`config.mk`:
```
export PLATFORM = sky130hd
export DESIGN_NAME = sar_conversion_sequencer
export DESIGN_NICKNAME = d
export VERILOG_FILES = /design/src/logic/sar_pkg.sv /design/src/logic/sar_conversion_sequencer.sv /design/src/logic/sar_step.sv /design/src/logic/sync_fifo.sv
export SDC_FILE = /design/constraint.sdc
export NUM_CORES = 1
export LEC_CHECK = 0
export BUFFER_PORTS_ARGS = -buffer_cell sky130_fd_sc_hd__buf_2
export CAP_MARGIN = 5
export CELL_PAD_IN_SITES_DETAIL_PLACEMENT = 1
export CELL_PAD_IN_SITES_GLOBAL_PLACEMENT = 2
export CORE_UTILIZATION = 25
export DETAILED_ROUTE_END_ITERATION = 16
export GPL_TIMING_DRIVEN = 0
export PLACE_DENSITY_LB_ADDON = 0.12
export SLEW_MARGIN = 20
export SYNTH_ARGS = -nofsm -noshare
export SYNTH_HDL_FRONTEND = slang
export SYNTH_HIERARCHICAL = 1
export SYNTH_SLANG_ARGS = --single-unit
```
`constraint.sdc`:
```
create_clock -name sys_clk_i -period 3.1 [get_ports sys_clk_i]
set_input_delay 0.155 -clock sys_clk_i [delete_from_list [all_inputs] [get_ports sys_clk_i]]
set_output_delay 0.155 -clock sys_clk_i [all_outputs]
set_load 0.005 [all_outputs]
```
`src/logic/sar_pkg.sv`:
```
// Shared constants and carriers for the successive-approximation sequencer
package sar_pkg;
   localparam int          RES_BITS      = 16;
   localparam int          CLK_HZ        = 20000000;
   localparam int          CLK_PERIOD_PS = 50000;
   // Phase lengths in ns, converted to cycles (least times round up)
   localparam int          T_SWOPEN_NS   = 50;
   localparam int          T_TIE_NS      = 50;
   localparam int          T_BIT_NS      = 50;
   localparam int          T_ACQ_FAST_NS = 100;
   localparam int          T_ACQ_NORM_NS = 300;
   localparam int          T_ACQ_LOWP_NS = 500;
   localparam int          SWOPEN_CYC    = (T_SWOPEN_NS * 1000 + CLK_PERIOD_PS - 1) / CLK_PERIOD_PS;
   localparam int          TIE_CYC       = (T_TIE_NS * 1000 + CLK_PERIOD_PS - 1) / CLK_PERIOD_PS;
   localparam int          BIT_CYC       = (T_BIT_NS * 1000 + CLK_PERIOD_PS - 1) / CLK_PERIOD_PS;
   localparam int          ACQ_FAST_CYC  = (T_ACQ_FAST_NS * 1000 + CLK_PERIOD_PS - 1) / CLK_PERIOD_PS;
   localparam int          ACQ_NORM_CYC  = (T_ACQ_NORM_NS * 1000 + CLK_PERIOD_PS - 1) / CLK_PERIOD_PS;
   localparam int          ACQ_LOWP_CYC  = (T_ACQ_LOWP_NS * 1000 + CLK_PERIOD_PS - 1) / CLK_PERIOD_PS;
   localparam int          CNT_W         = 8;
   localparam logic [15:0] CODE_RESET    = 16'h0000;
   localparam logic [15:0] SIGN_FLIP     = 16'h8000;

   typedef enum logic [2:0] {
      ST_ACQ    = 3'b000,
      ST_SWOPEN = 3'b001,
      ST_TIE    = 3'b010,
      ST_BIT    = 3'b011,
      ST_DONE   = 3'b100,
      ST_SLEEP  = 3'b101
   } seq_state_t;

   typedef enum logic [1:0] {
      MODE_NORMAL = 2'b00,
      MODE_FAST   = 2'b01,
      MODE_LOWP   = 2'b10
   } seq_mode_t;

   // Analog switch controls
   typedef struct packed {
      logic        pos_ground_switch; // Comparator + input tied to ground
      logic        neg_ground_switch; // Comparator - input tied to ground
      logic        track;             // Arrays connected to the analog inputs
      logic        reference_ground;  // Arrays connected to reference ground
      logic [15:0] dac_bits;          // Element to reference (1) or ground (0)
   } switch_ctl_t;
endpackage

```
`src/logic/sar_conversion_sequencer.sv`:
```
// Successive-approximation conversion sequencer with result FIFO
// Functional notes
// RQ1: Start conversion on falling convert start
// RQ2: Open ground switches, then tie arrays
// RQ3: Sixteen binary-weighted trials, MSB first
// RQ4: Last decision forms code, busy drops
// RQ5: Result belongs to its own sample
// RQ6: Fast mode supports one megasample rate; code's shortest cycle is 22 clocks, about 909k
// RQ7: Host keeps fast-mode gaps under 1ms
// RQ8: Host discards first result after gap
// RQ9: Normal mode, no gap limit, 800k; code's shortest cycle is 26 clocks, about 769k
// RQ10: Low power between conversions, 666k max
// RQ11: Coding select picks binary or two's
// RQ12: Falling edge enters hold and converts
// RQ13: Low-power mode auto-restarts if held low
// RQ14: Sleep finishes conversion then inhibits
// RQ15: Busy high from start until code valid
`timescale 1ns/1ps
module sar_conversion_sequencer
   import sar_pkg::*;
#(
   parameter int FIFO_DEPTH = 8
) (
   input  wire logic        sys_clk_i,            // System clock, 20 MHz
   input  wire logic        rstn_i,               // Synchronous reset, active low
   input  wire logic        convert_start_n_i,    // Convert start, active low
   input  wire logic        fast_mode_i,          // Fastest throughput mode
   input  wire logic        low_power_mode_i,     // Low-power throughput mode
   input  wire logic        output_coding_select_i, // 1 straight binary, 0 two's complement
   input  wire logic        sleep_request_i,      // Sleep request, active high
   input  wire logic        comparator_i,         // 1 keeps element under test
   output sar_pkg::switch_ctl_t switch_ctl_o,     // Analog switch controls
   output logic             busy_o,               // Conversion in progress
   output logic             power_save_o,         // Analog bias reduced
   output logic [15:0]      result_data_o,        // Result code
   output logic             result_valid_o,       // Result available
   input  wire logic        result_ready_i,       // Reader takes result
   output logic             overrun_o             // Result dropped, FIFO full
);
   import sar_pkg::*;

   if (FIFO_DEPTH < 2) begin : g_bad_depth
      $error("FIFO_DEPTH too small");
   end

   // ----------------------------------------------------------
   // State
   // ----------------------------------------------------------
   typedef struct packed {
      seq_state_t          st;
      logic [CNT_W-1:0]    cnt;
      logic [4:0]          bitn;
      logic [15:0]         trial;
      logic [15:0]         code;
      logic                cs_q;
      logic                push;
      logic                overrun;
      logic                armed;
   } seq_regs_t;

   seq_regs_t        r;
   seq_regs_t        next_r;
   seq_mode_t        mode;
   logic [15:0]      bit_onehot;
   logic [15:0]      decided;
   logic             fall;
   logic             fifo_ready;
   logic [CNT_W-1:0] acq_len;

   assign mode = fast_mode_i ? MODE_FAST : (low_power_mode_i ? MODE_LOWP : MODE_NORMAL);
   assign fall = r.cs_q && !convert_start_n_i;
   assign bit_onehot = 16'h0001 << r.bitn[3:0];

   // Acquisition length per mode sets throughput
   always_comb begin
      case (mode)
         MODE_FAST:   acq_len = CNT_W'(ACQ_FAST_CYC); // RQ6
         MODE_LOWP:   acq_len = CNT_W'(ACQ_LOWP_CYC); // RQ10
         default:     acq_len = CNT_W'(ACQ_NORM_CYC); // RQ9
      endcase
   end

   sar_step #(
      .W        (RES_BITS)
   ) u_step (
      .trial_i  (r.trial),
      .bit_i    (bit_onehot),
      .keep_i   (comparator_i),
      .result_o (decided)
   );

   // ----------------------------------------------------------
   // Sequencer
   // ----------------------------------------------------------
   always_comb begin
      next_r      = r;
      next_r.cs_q = convert_start_n_i;
      next_r.push = 1'b0;
      if (r.cnt != '0) begin
         next_r.cnt = r.cnt - 1'b1;
      end
      case (r.st)
         ST_ACQ: begin
            if (r.cnt != '0) begin
               // Acquisition still running; a falling edge waits only in low-power mode
               if (fall && mode == MODE_LOWP) begin
                  next_r.armed = 1'b1;
               end
            end else if (sleep_request_i) begin
               next_r.st = ST_SLEEP; // RQ14
            end else if (fall || r.armed ||
                         (mode == MODE_LOWP && !convert_start_n_i && !r.cs_q)) begin // RQ1 RQ12 RQ13
               next_r.st    = ST_SWOPEN;
               next_r.cnt   = CNT_W'(SWOPEN_CYC - 1);
               next_r.armed = 1'b0;
            end
         end
         ST_SWOPEN: begin
            if (r.cnt == '0) begin
               next_r.st  = ST_TIE; // RQ2
               next_r.cnt = CNT_W'(TIE_CYC - 1);
            end
         end
         ST_TIE: begin
            if (r.cnt == '0) begin
               next_r.st    = ST_BIT;
               next_r.bitn  = 5'd15; // RQ3
               next_r.trial = SIGN_FLIP;
               next_r.cnt   = CNT_W'(BIT_CYC - 1);
            end
         end
         ST_BIT: begin
            if (r.cnt == '0) begin
               if (r.bitn == 5'd0) begin
                  next_r.trial = decided;
                  next_r.st    = ST_DONE;
               end else begin
                  next_r.trial = decided | (bit_onehot >> 1); // RQ3
                  next_r.bitn  = r.bitn - 1'b1;
                  next_r.cnt   = CNT_W'(BIT_CYC - 1);
               end
            end
         end
         ST_DONE: begin
            // Form output code from this conversion's own trial word
            next_r.code = output_coding_select_i ? r.trial : (r.trial ^ SIGN_FLIP); // RQ4 RQ5 RQ11
            next_r.push = 1'b1;
            next_r.st   = ST_ACQ;
            next_r.cnt  = acq_len;
            if (!fifo_ready) begin
               next_r.overrun = 1'b1;
            end
         end
         ST_SLEEP: begin
            if (!sleep_request_i) begin
               next_r.st  = ST_ACQ;
               next_r.cnt = acq_len;
            end
         end
         default: begin
            next_r.st = ST_ACQ;
         end
      endcase
   end

   always_ff @(posedge sys_clk_i) begin
      if (!rstn_i) begin
         r <= '{st: ST_ACQ, cnt: '0, bitn: 5'd0, trial: CODE_RESET, code: CODE_RESET,
                cs_q: 1'b1, push: 1'b0, overrun: 1'b0, armed: 1'b0};
      end else begin
         r <= next_r;
      end
   end

   // ----------------------------------------------------------
   // Outputs
   // ----------------------------------------------------------
   assign busy_o = (r.st == ST_SWOPEN) || (r.st == ST_TIE) || (r.st == ST_BIT) || (r.st == ST_DONE); // RQ15
   assign power_save_o = (r.st == ST_SLEEP) || (r.st == ST_ACQ && mode == MODE_LOWP); // RQ10 RQ14
   assign overrun_o = r.overrun;

   always_comb begin
      switch_ctl_o = '0;
      switch_ctl_o.pos_ground_switch = (r.st == ST_ACQ) || (r.st == ST_SLEEP);
      switch_ctl_o.neg_ground_switch = switch_ctl_o.pos_ground_switch;
      switch_ctl_o.track             = (r.st == ST_ACQ) || (r.st == ST_SLEEP) || (r.st == ST_SWOPEN); // RQ2
      switch_ctl_o.reference_ground  = (r.st == ST_TIE) || (r.st == ST_BIT) || (r.st == ST_DONE);
      switch_ctl_o.dac_bits          = (r.st == ST_BIT) ? r.trial : 16'h0000;
   end

   sync_fifo #(
      .WIDTH       (RES_BITS),
      .DEPTH       (FIFO_DEPTH)
   ) u_fifo (
      .sys_clk_i   (sys_clk_i),
      .rstn_i      (rstn_i),
      .in_data_i   (r.code),
      .in_valid_i  (r.push),
      .in_ready_o  (fifo_ready),
      .out_data_o  (result_data_o),
      .out_valid_o (result_valid_o),
      .out_ready_i (result_ready_i)
   );
endmodule

```
`src/logic/sar_step.sv`:
```
// One successive-approximation bit decision
`timescale 1ns/1ps
module sar_step #(
   parameter int W = 16
) (
   input  wire logic [W-1:0] trial_i,    // Bits kept so far
   input  wire logic [W-1:0] bit_i,      // One-hot element under test
   input  wire logic         keep_i,     // Comparator says keep element
   output logic [W-1:0]      result_o    // Bits after the decision
);
   always_comb begin
      result_o = keep_i ? trial_i : (trial_i & ~bit_i);
   end
endmodule

```
`src/logic/sync_fifo.sv`:
```
// Small synchronous FIFO with valid/ready on both sides
`timescale 1ns/1ps
module sync_fifo #(
   parameter int WIDTH = 16,
   parameter int DEPTH = 8
) (
   input  wire logic             sys_clk_i, // System clock
   input  wire logic             rstn_i,    // Synchronous reset, active low
   input  wire logic [WIDTH-1:0] in_data_i, // Write data
   input  wire logic             in_valid_i,// Write request
   output logic                  in_ready_o,// Room available
   output logic [WIDTH-1:0]      out_data_o,// Read data
   output logic                  out_valid_o,// Data available
   input  wire logic             out_ready_i // Reader takes data
);
   localparam int AW = $clog2(DEPTH);
   if (DEPTH < 2 || (1 << AW) != DEPTH) begin : g_bad_depth
      $error("DEPTH must be a power of two");
   end
   logic [WIDTH-1:0] mem [DEPTH];
   logic [AW:0]      wptr;
   logic [AW:0]      rptr;
   logic             wr;
   logic             rd;
   assign in_ready_o  = (wptr - rptr) != (AW+1)'(DEPTH);
   assign out_valid_o = wptr != rptr;
   assign out_data_o  = mem[rptr[AW-1:0]];
   assign wr          = in_valid_i && in_ready_o;
   assign rd          = out_valid_o && out_ready_i;
   always_ff @(posedge sys_clk_i) begin
      if (!rstn_i) begin
         wptr <= '0;
         rptr <= '0;
      end else begin
         if (wr) begin
            wptr <= wptr + 1'b1;
         end
         if (rd) begin
            rptr <= rptr + 1'b1;
         end
      end
   end
   always_ff @(posedge sys_clk_i) begin
      if (wr) begin
         mem[wptr[AW-1:0]] <= in_data_i;
      end
   end
endmodule

```
==> summary.txt <==
Status
  – Outcome: finished clean

STA
  – Final Hold Fails: 0
  – Slew margin rel.: 42.2%
  – Largest clock skew in the final design: 0.0146 ns
  – Fmax: 349 MHz
  – Max-slew violation count: 0
  – Final min period: 2.87 ns
  – Worst-case hold slack: 0.0294 ns
  – RSZ-0062 raised after global routing: no
  – Tightest Pin Transition: 0.856 ns
  – Final Cycle Share: 92.5%
  – Number of failing setup endpoints in the final timing report: 0

Power
  – Static Leakage: 0.00338 uW
  – Internal power of the cells: 4340 uW
  – Final Total Pwr: 6010 uW
  – Net switching component of the power: 1660 uW
  – Switching Fraction: 27.7%
  – Power per cell area: 606 nW/um^2
  – Clock Power Share: 35.3%
  – Worst IR Drop VDD: 368 uV
  – Combinational cell fraction of total power: 17.4%
  – Sequential Power Share: 47.4%

Global route
  – Grt met2 use: 23.4%
  – Via count of the first global-routing pass: 5612
  – Initial antenna violation count: 0
  – Global-route congestion overflow total: 0
  – Met1 Resource Use GR: 16.5%
  – Maximum number of pins on one net before global-route repair: 18
  – Global-route wire length before repair: 33.1 mm
  – Total track usage: 13.3%
  – Busiest layer in global routing: met2
  – Fraction of met3 tracks used by global routing: 2.18%

Synth
  – Synthesis Warnings: 6
  – Post-synth net total: 632
  – Top flip-flop cell by instance count after synthesis: sky130_fd_sc_hd__edfxtp_1
  – Mean Syn Cell Area: 13.5 sq um
  – Share of Yosys cell area claimed by the top area cell type: 46.5%
  – Fraction of the yosys area taken by sequential cells: 61.7%
  – Distinct cell type count of the synthesized netlist: 62
  – Share of synthesized flip-flops with an asynchronous set or reset: 0%
  – Area contributors post-synth: sky130_fd_sc_hd__edfxtp_1, sky130_fd_sc_hd__dfxtp_1, sky130_fd_sc_hd__mux4_2
  – FF+latch count, synth: 191
  – Synthesized cell area: 8270 sq um
  – Count of flip-flops with a built-in enable after synthesis: 128
  – Largest area contributor in the netlist: sky130_fd_sc_hd__edfxtp_1
  – Gate count of the mapped netlist: 611

Drt
  – Via/cell ratio: 4.50
  – Per-cell routed wire length: 18.3 um
  – Aggregate routed wire length: 21.2 mm
  – Vias after detailed routing: 5217
  – First-iteration detailed-routing DRC count: 301
  – Residual antenna-violating net count after detailed routing: 0
  – Final routed DRC violation total: 0
  – First drt pass iteration count: 4

Placement
  – DP HPWL: 15.7 mm
  – Weighted congestion reported at the end of routability-driven placement: 0.740
  – Count of input and output buffers: 48

Floorplan
  – IO Pins: 49
  – Horizontal extent of the die: 184 um
  – Placement row count: 66
  – Starting density of the core: 25.4%
  – Overall die height: 184 um
  – Core region area: 32500 sq um
  – Die area: 33800 sq um

Cells and area
  – Post-layout nets: 726
  – Layout area overhead: 19.9%
  – Most frequent cells in the layout: sky130_fd_sc_hd__edfxtp_1, sky130_fd_sc_hd__buf_2, sky130_fd_sc_hd__nand2_1, sky130_fd_sc_hd__dfxtp_1, sky130_fd_sc_hd__a21oi_1
  – Total inserted antenna cells: 0
  – Fraction of layout cells with a size suffix above 1: 27.6%
  – Commonest non-fill, non-tap cell in the layout: sky130_fd_sc_hd__edfxtp_1

Setup path
  – Worst setup EP type: flip-flop
  – Endpoint required time on the critical path: 3.24 ns
  – Crit Path Max Fanout: 8
  – Endpoint arrival time on the critical path: 3.01 ns
  – Worst setup path category: flip-flop to flip-flop
  – Launching element type of the critical path: flip-flop

Flow run
  – Max Cap Viol: 0

CTS
  – Clk buf depth: 2
  – Clock edge transition at the registers on the reported setup and hold paths: 0.07 ns
  – H-Tree Level Count: 4
  – Clock net sink count: 191
  – Worst-Skew Late Latency: 0.43 ns
  – Cts bufs inserted: 17
  – Clock root cell: sky130_fd_sc_hd__clkbuf_16
  – TritonCTS clock tree: done

Min path
  – Worst Hold Class: input pin to flip-flop
[stage by stage]
stage	setup slack [ns]	utilization, %	cell area (sq um)	TNS (ns)	instances
after floorplan	-0.301	-	8270	-33.66	611
after global placement	-2.41	27.9	9060	-259.21	1101
after detailed placement	-0.216	28.4	9250	-4.80	1125
after CTS	0.0257	30.3	9870	0	1158
after global routing	0.0661	30.5	9920	0	1160
final	0.231	30.5	9920	0	1160
[power by group through the flow]
stage               registers [uW]  logic [uW]  clock network, uW
floorplan                     2880         734                  0
global placement              2900        1030                  0
detailed placement            2900        1050                  0
CTS                           2840        1060               2200
global route                  2860        1150               2290
finish                        2850        1040               2120
[cells in the mapped netlist (all sizes together), types with 2 or more instances]
| cell | instances |
|---|---|
| edfxtp | 128 |
| dfxtp | 63 |
| nand2 | 60 |
| a21oi | 39 |
| mux4 | 32 |
| and2 | 28 |
| nor2 | 27 |
| o21ai | 22 |
| clkbuf | 20 |
| inv | 18 |
| a21boi | 17 |
| mux2 | 16 |
| buf | 12 |
| ha | 12 |
| nor4 | 12 |
| and3 | 8 |
| a31oi | 7 |
| nand3 | 7 |
| xnor2 | 7 |
| nand2b | 6 |
| xor2 | 6 |
| nor2b | 5 |
| nor3 | 5 |
| o21a | 5 |
| a211oi | 4 |
| a2bb2oi | 4 |
| mux2i | 3 |
| nand4 | 3 |
| nor4b | 3 |
| o211ai | 3 |
| o31a | 3 |
| or2 | 3 |
| or3 | 3 |
| a32o | 2 |
| and3b | 2 |
| o22ai | 2 |
| or4 | 2 |
[worst paths after layout]
| kind | from | end | slack (ns) | depth (start not counted) |
|---|---|---|---|---|
| worst max-delay path | u_fifo/wptr[0]$_SDFFE_PN0P_ | u_fifo/mem[0][9]$_DFFE_PP_ | 0.23 | 9 |
| worst min-delay path | rstn_i | u_fifo/wptr[0]$_SDFFE_PN0P_ | 0.03 | 2 |
| worst max register to register | u_fifo/wptr[0]$_SDFFE_PN0P_ | u_fifo/mem[0][9]$_DFFE_PP_ | 0.23 | 9 |
| worst min register to register | overrun_o$_SDFFE_PN0P_ | overrun_o$_SDFFE_PN0P_ | 0.47 | 1 |
[flip-flops by register name, summed over array words and instances (netlist names), named ones only]
| name | cells |
|---|---|
| u_fifo/mem | 128 |
| u_fifo/wptr | 4 |
| u_fifo/rptr | 4 |
| r | 51 |
| overrun_o | 1 |
[layout make-up]
cell class | count | area, sq um
inverters | 18 | 71.3
multi-input cells | 370 | 3060
fillers | 3546 | 22600
repair buffers | 75 | 405
clock buffers | 19 | 433
plain buffers | 32 | 154
flip-flops and latches | 191 | 5110
clock inverters | 13 | 129
well taps | 442 | 553
[kinds of logic after synthesis]
group           share of synthesized area [%]
fa+ha+maj                                1.82
buf+inv                                  2.68
flops                                    61.7
simple gates                             11.5
compound gates                           9.33
mux                                      11.3
xor+xnor                                 1.65
[critical path: stages (launching register included)]
cell and delay [ns]:
sky130_fd_sc_hd__dfxtp_4 0.45, sky130_fd_sc_hd__clkinvlp_4 0.17, sky130_fd_sc_hd__ha_1 0.36, sky130_fd_sc_hd__nand3_1 0.21, sky130_fd_sc_hd__a211o_1 0.23, sky130_fd_sc_hd__nand3_4 0.21, sky130_fd_sc_hd__nor4_4 0.33, sky130_fd_sc_hd__buf_2 0.20
sky130_fd_sc_hd__buf_2 0.21, sky130_fd_sc_hd__buf_2 0.20
[per-layer routing]
metal	vias up	part of all wire, %
met4	0	1.2
met1	2650	46
met5	-	0
met2	67	51
li1	2484	-
met3	16	2.2
[what timing repair did]
item / 4_1_cts / 5_1_grt
resized for setup: 7 / 7
hold buffers: 1 / 0
pin swaps: 0 / 1
hold endpoints to repair: 1 / 0
setup buffers: 0 / 2
setup endpoints to repair: 53 / 31
(Power assumes the default switching activity.)
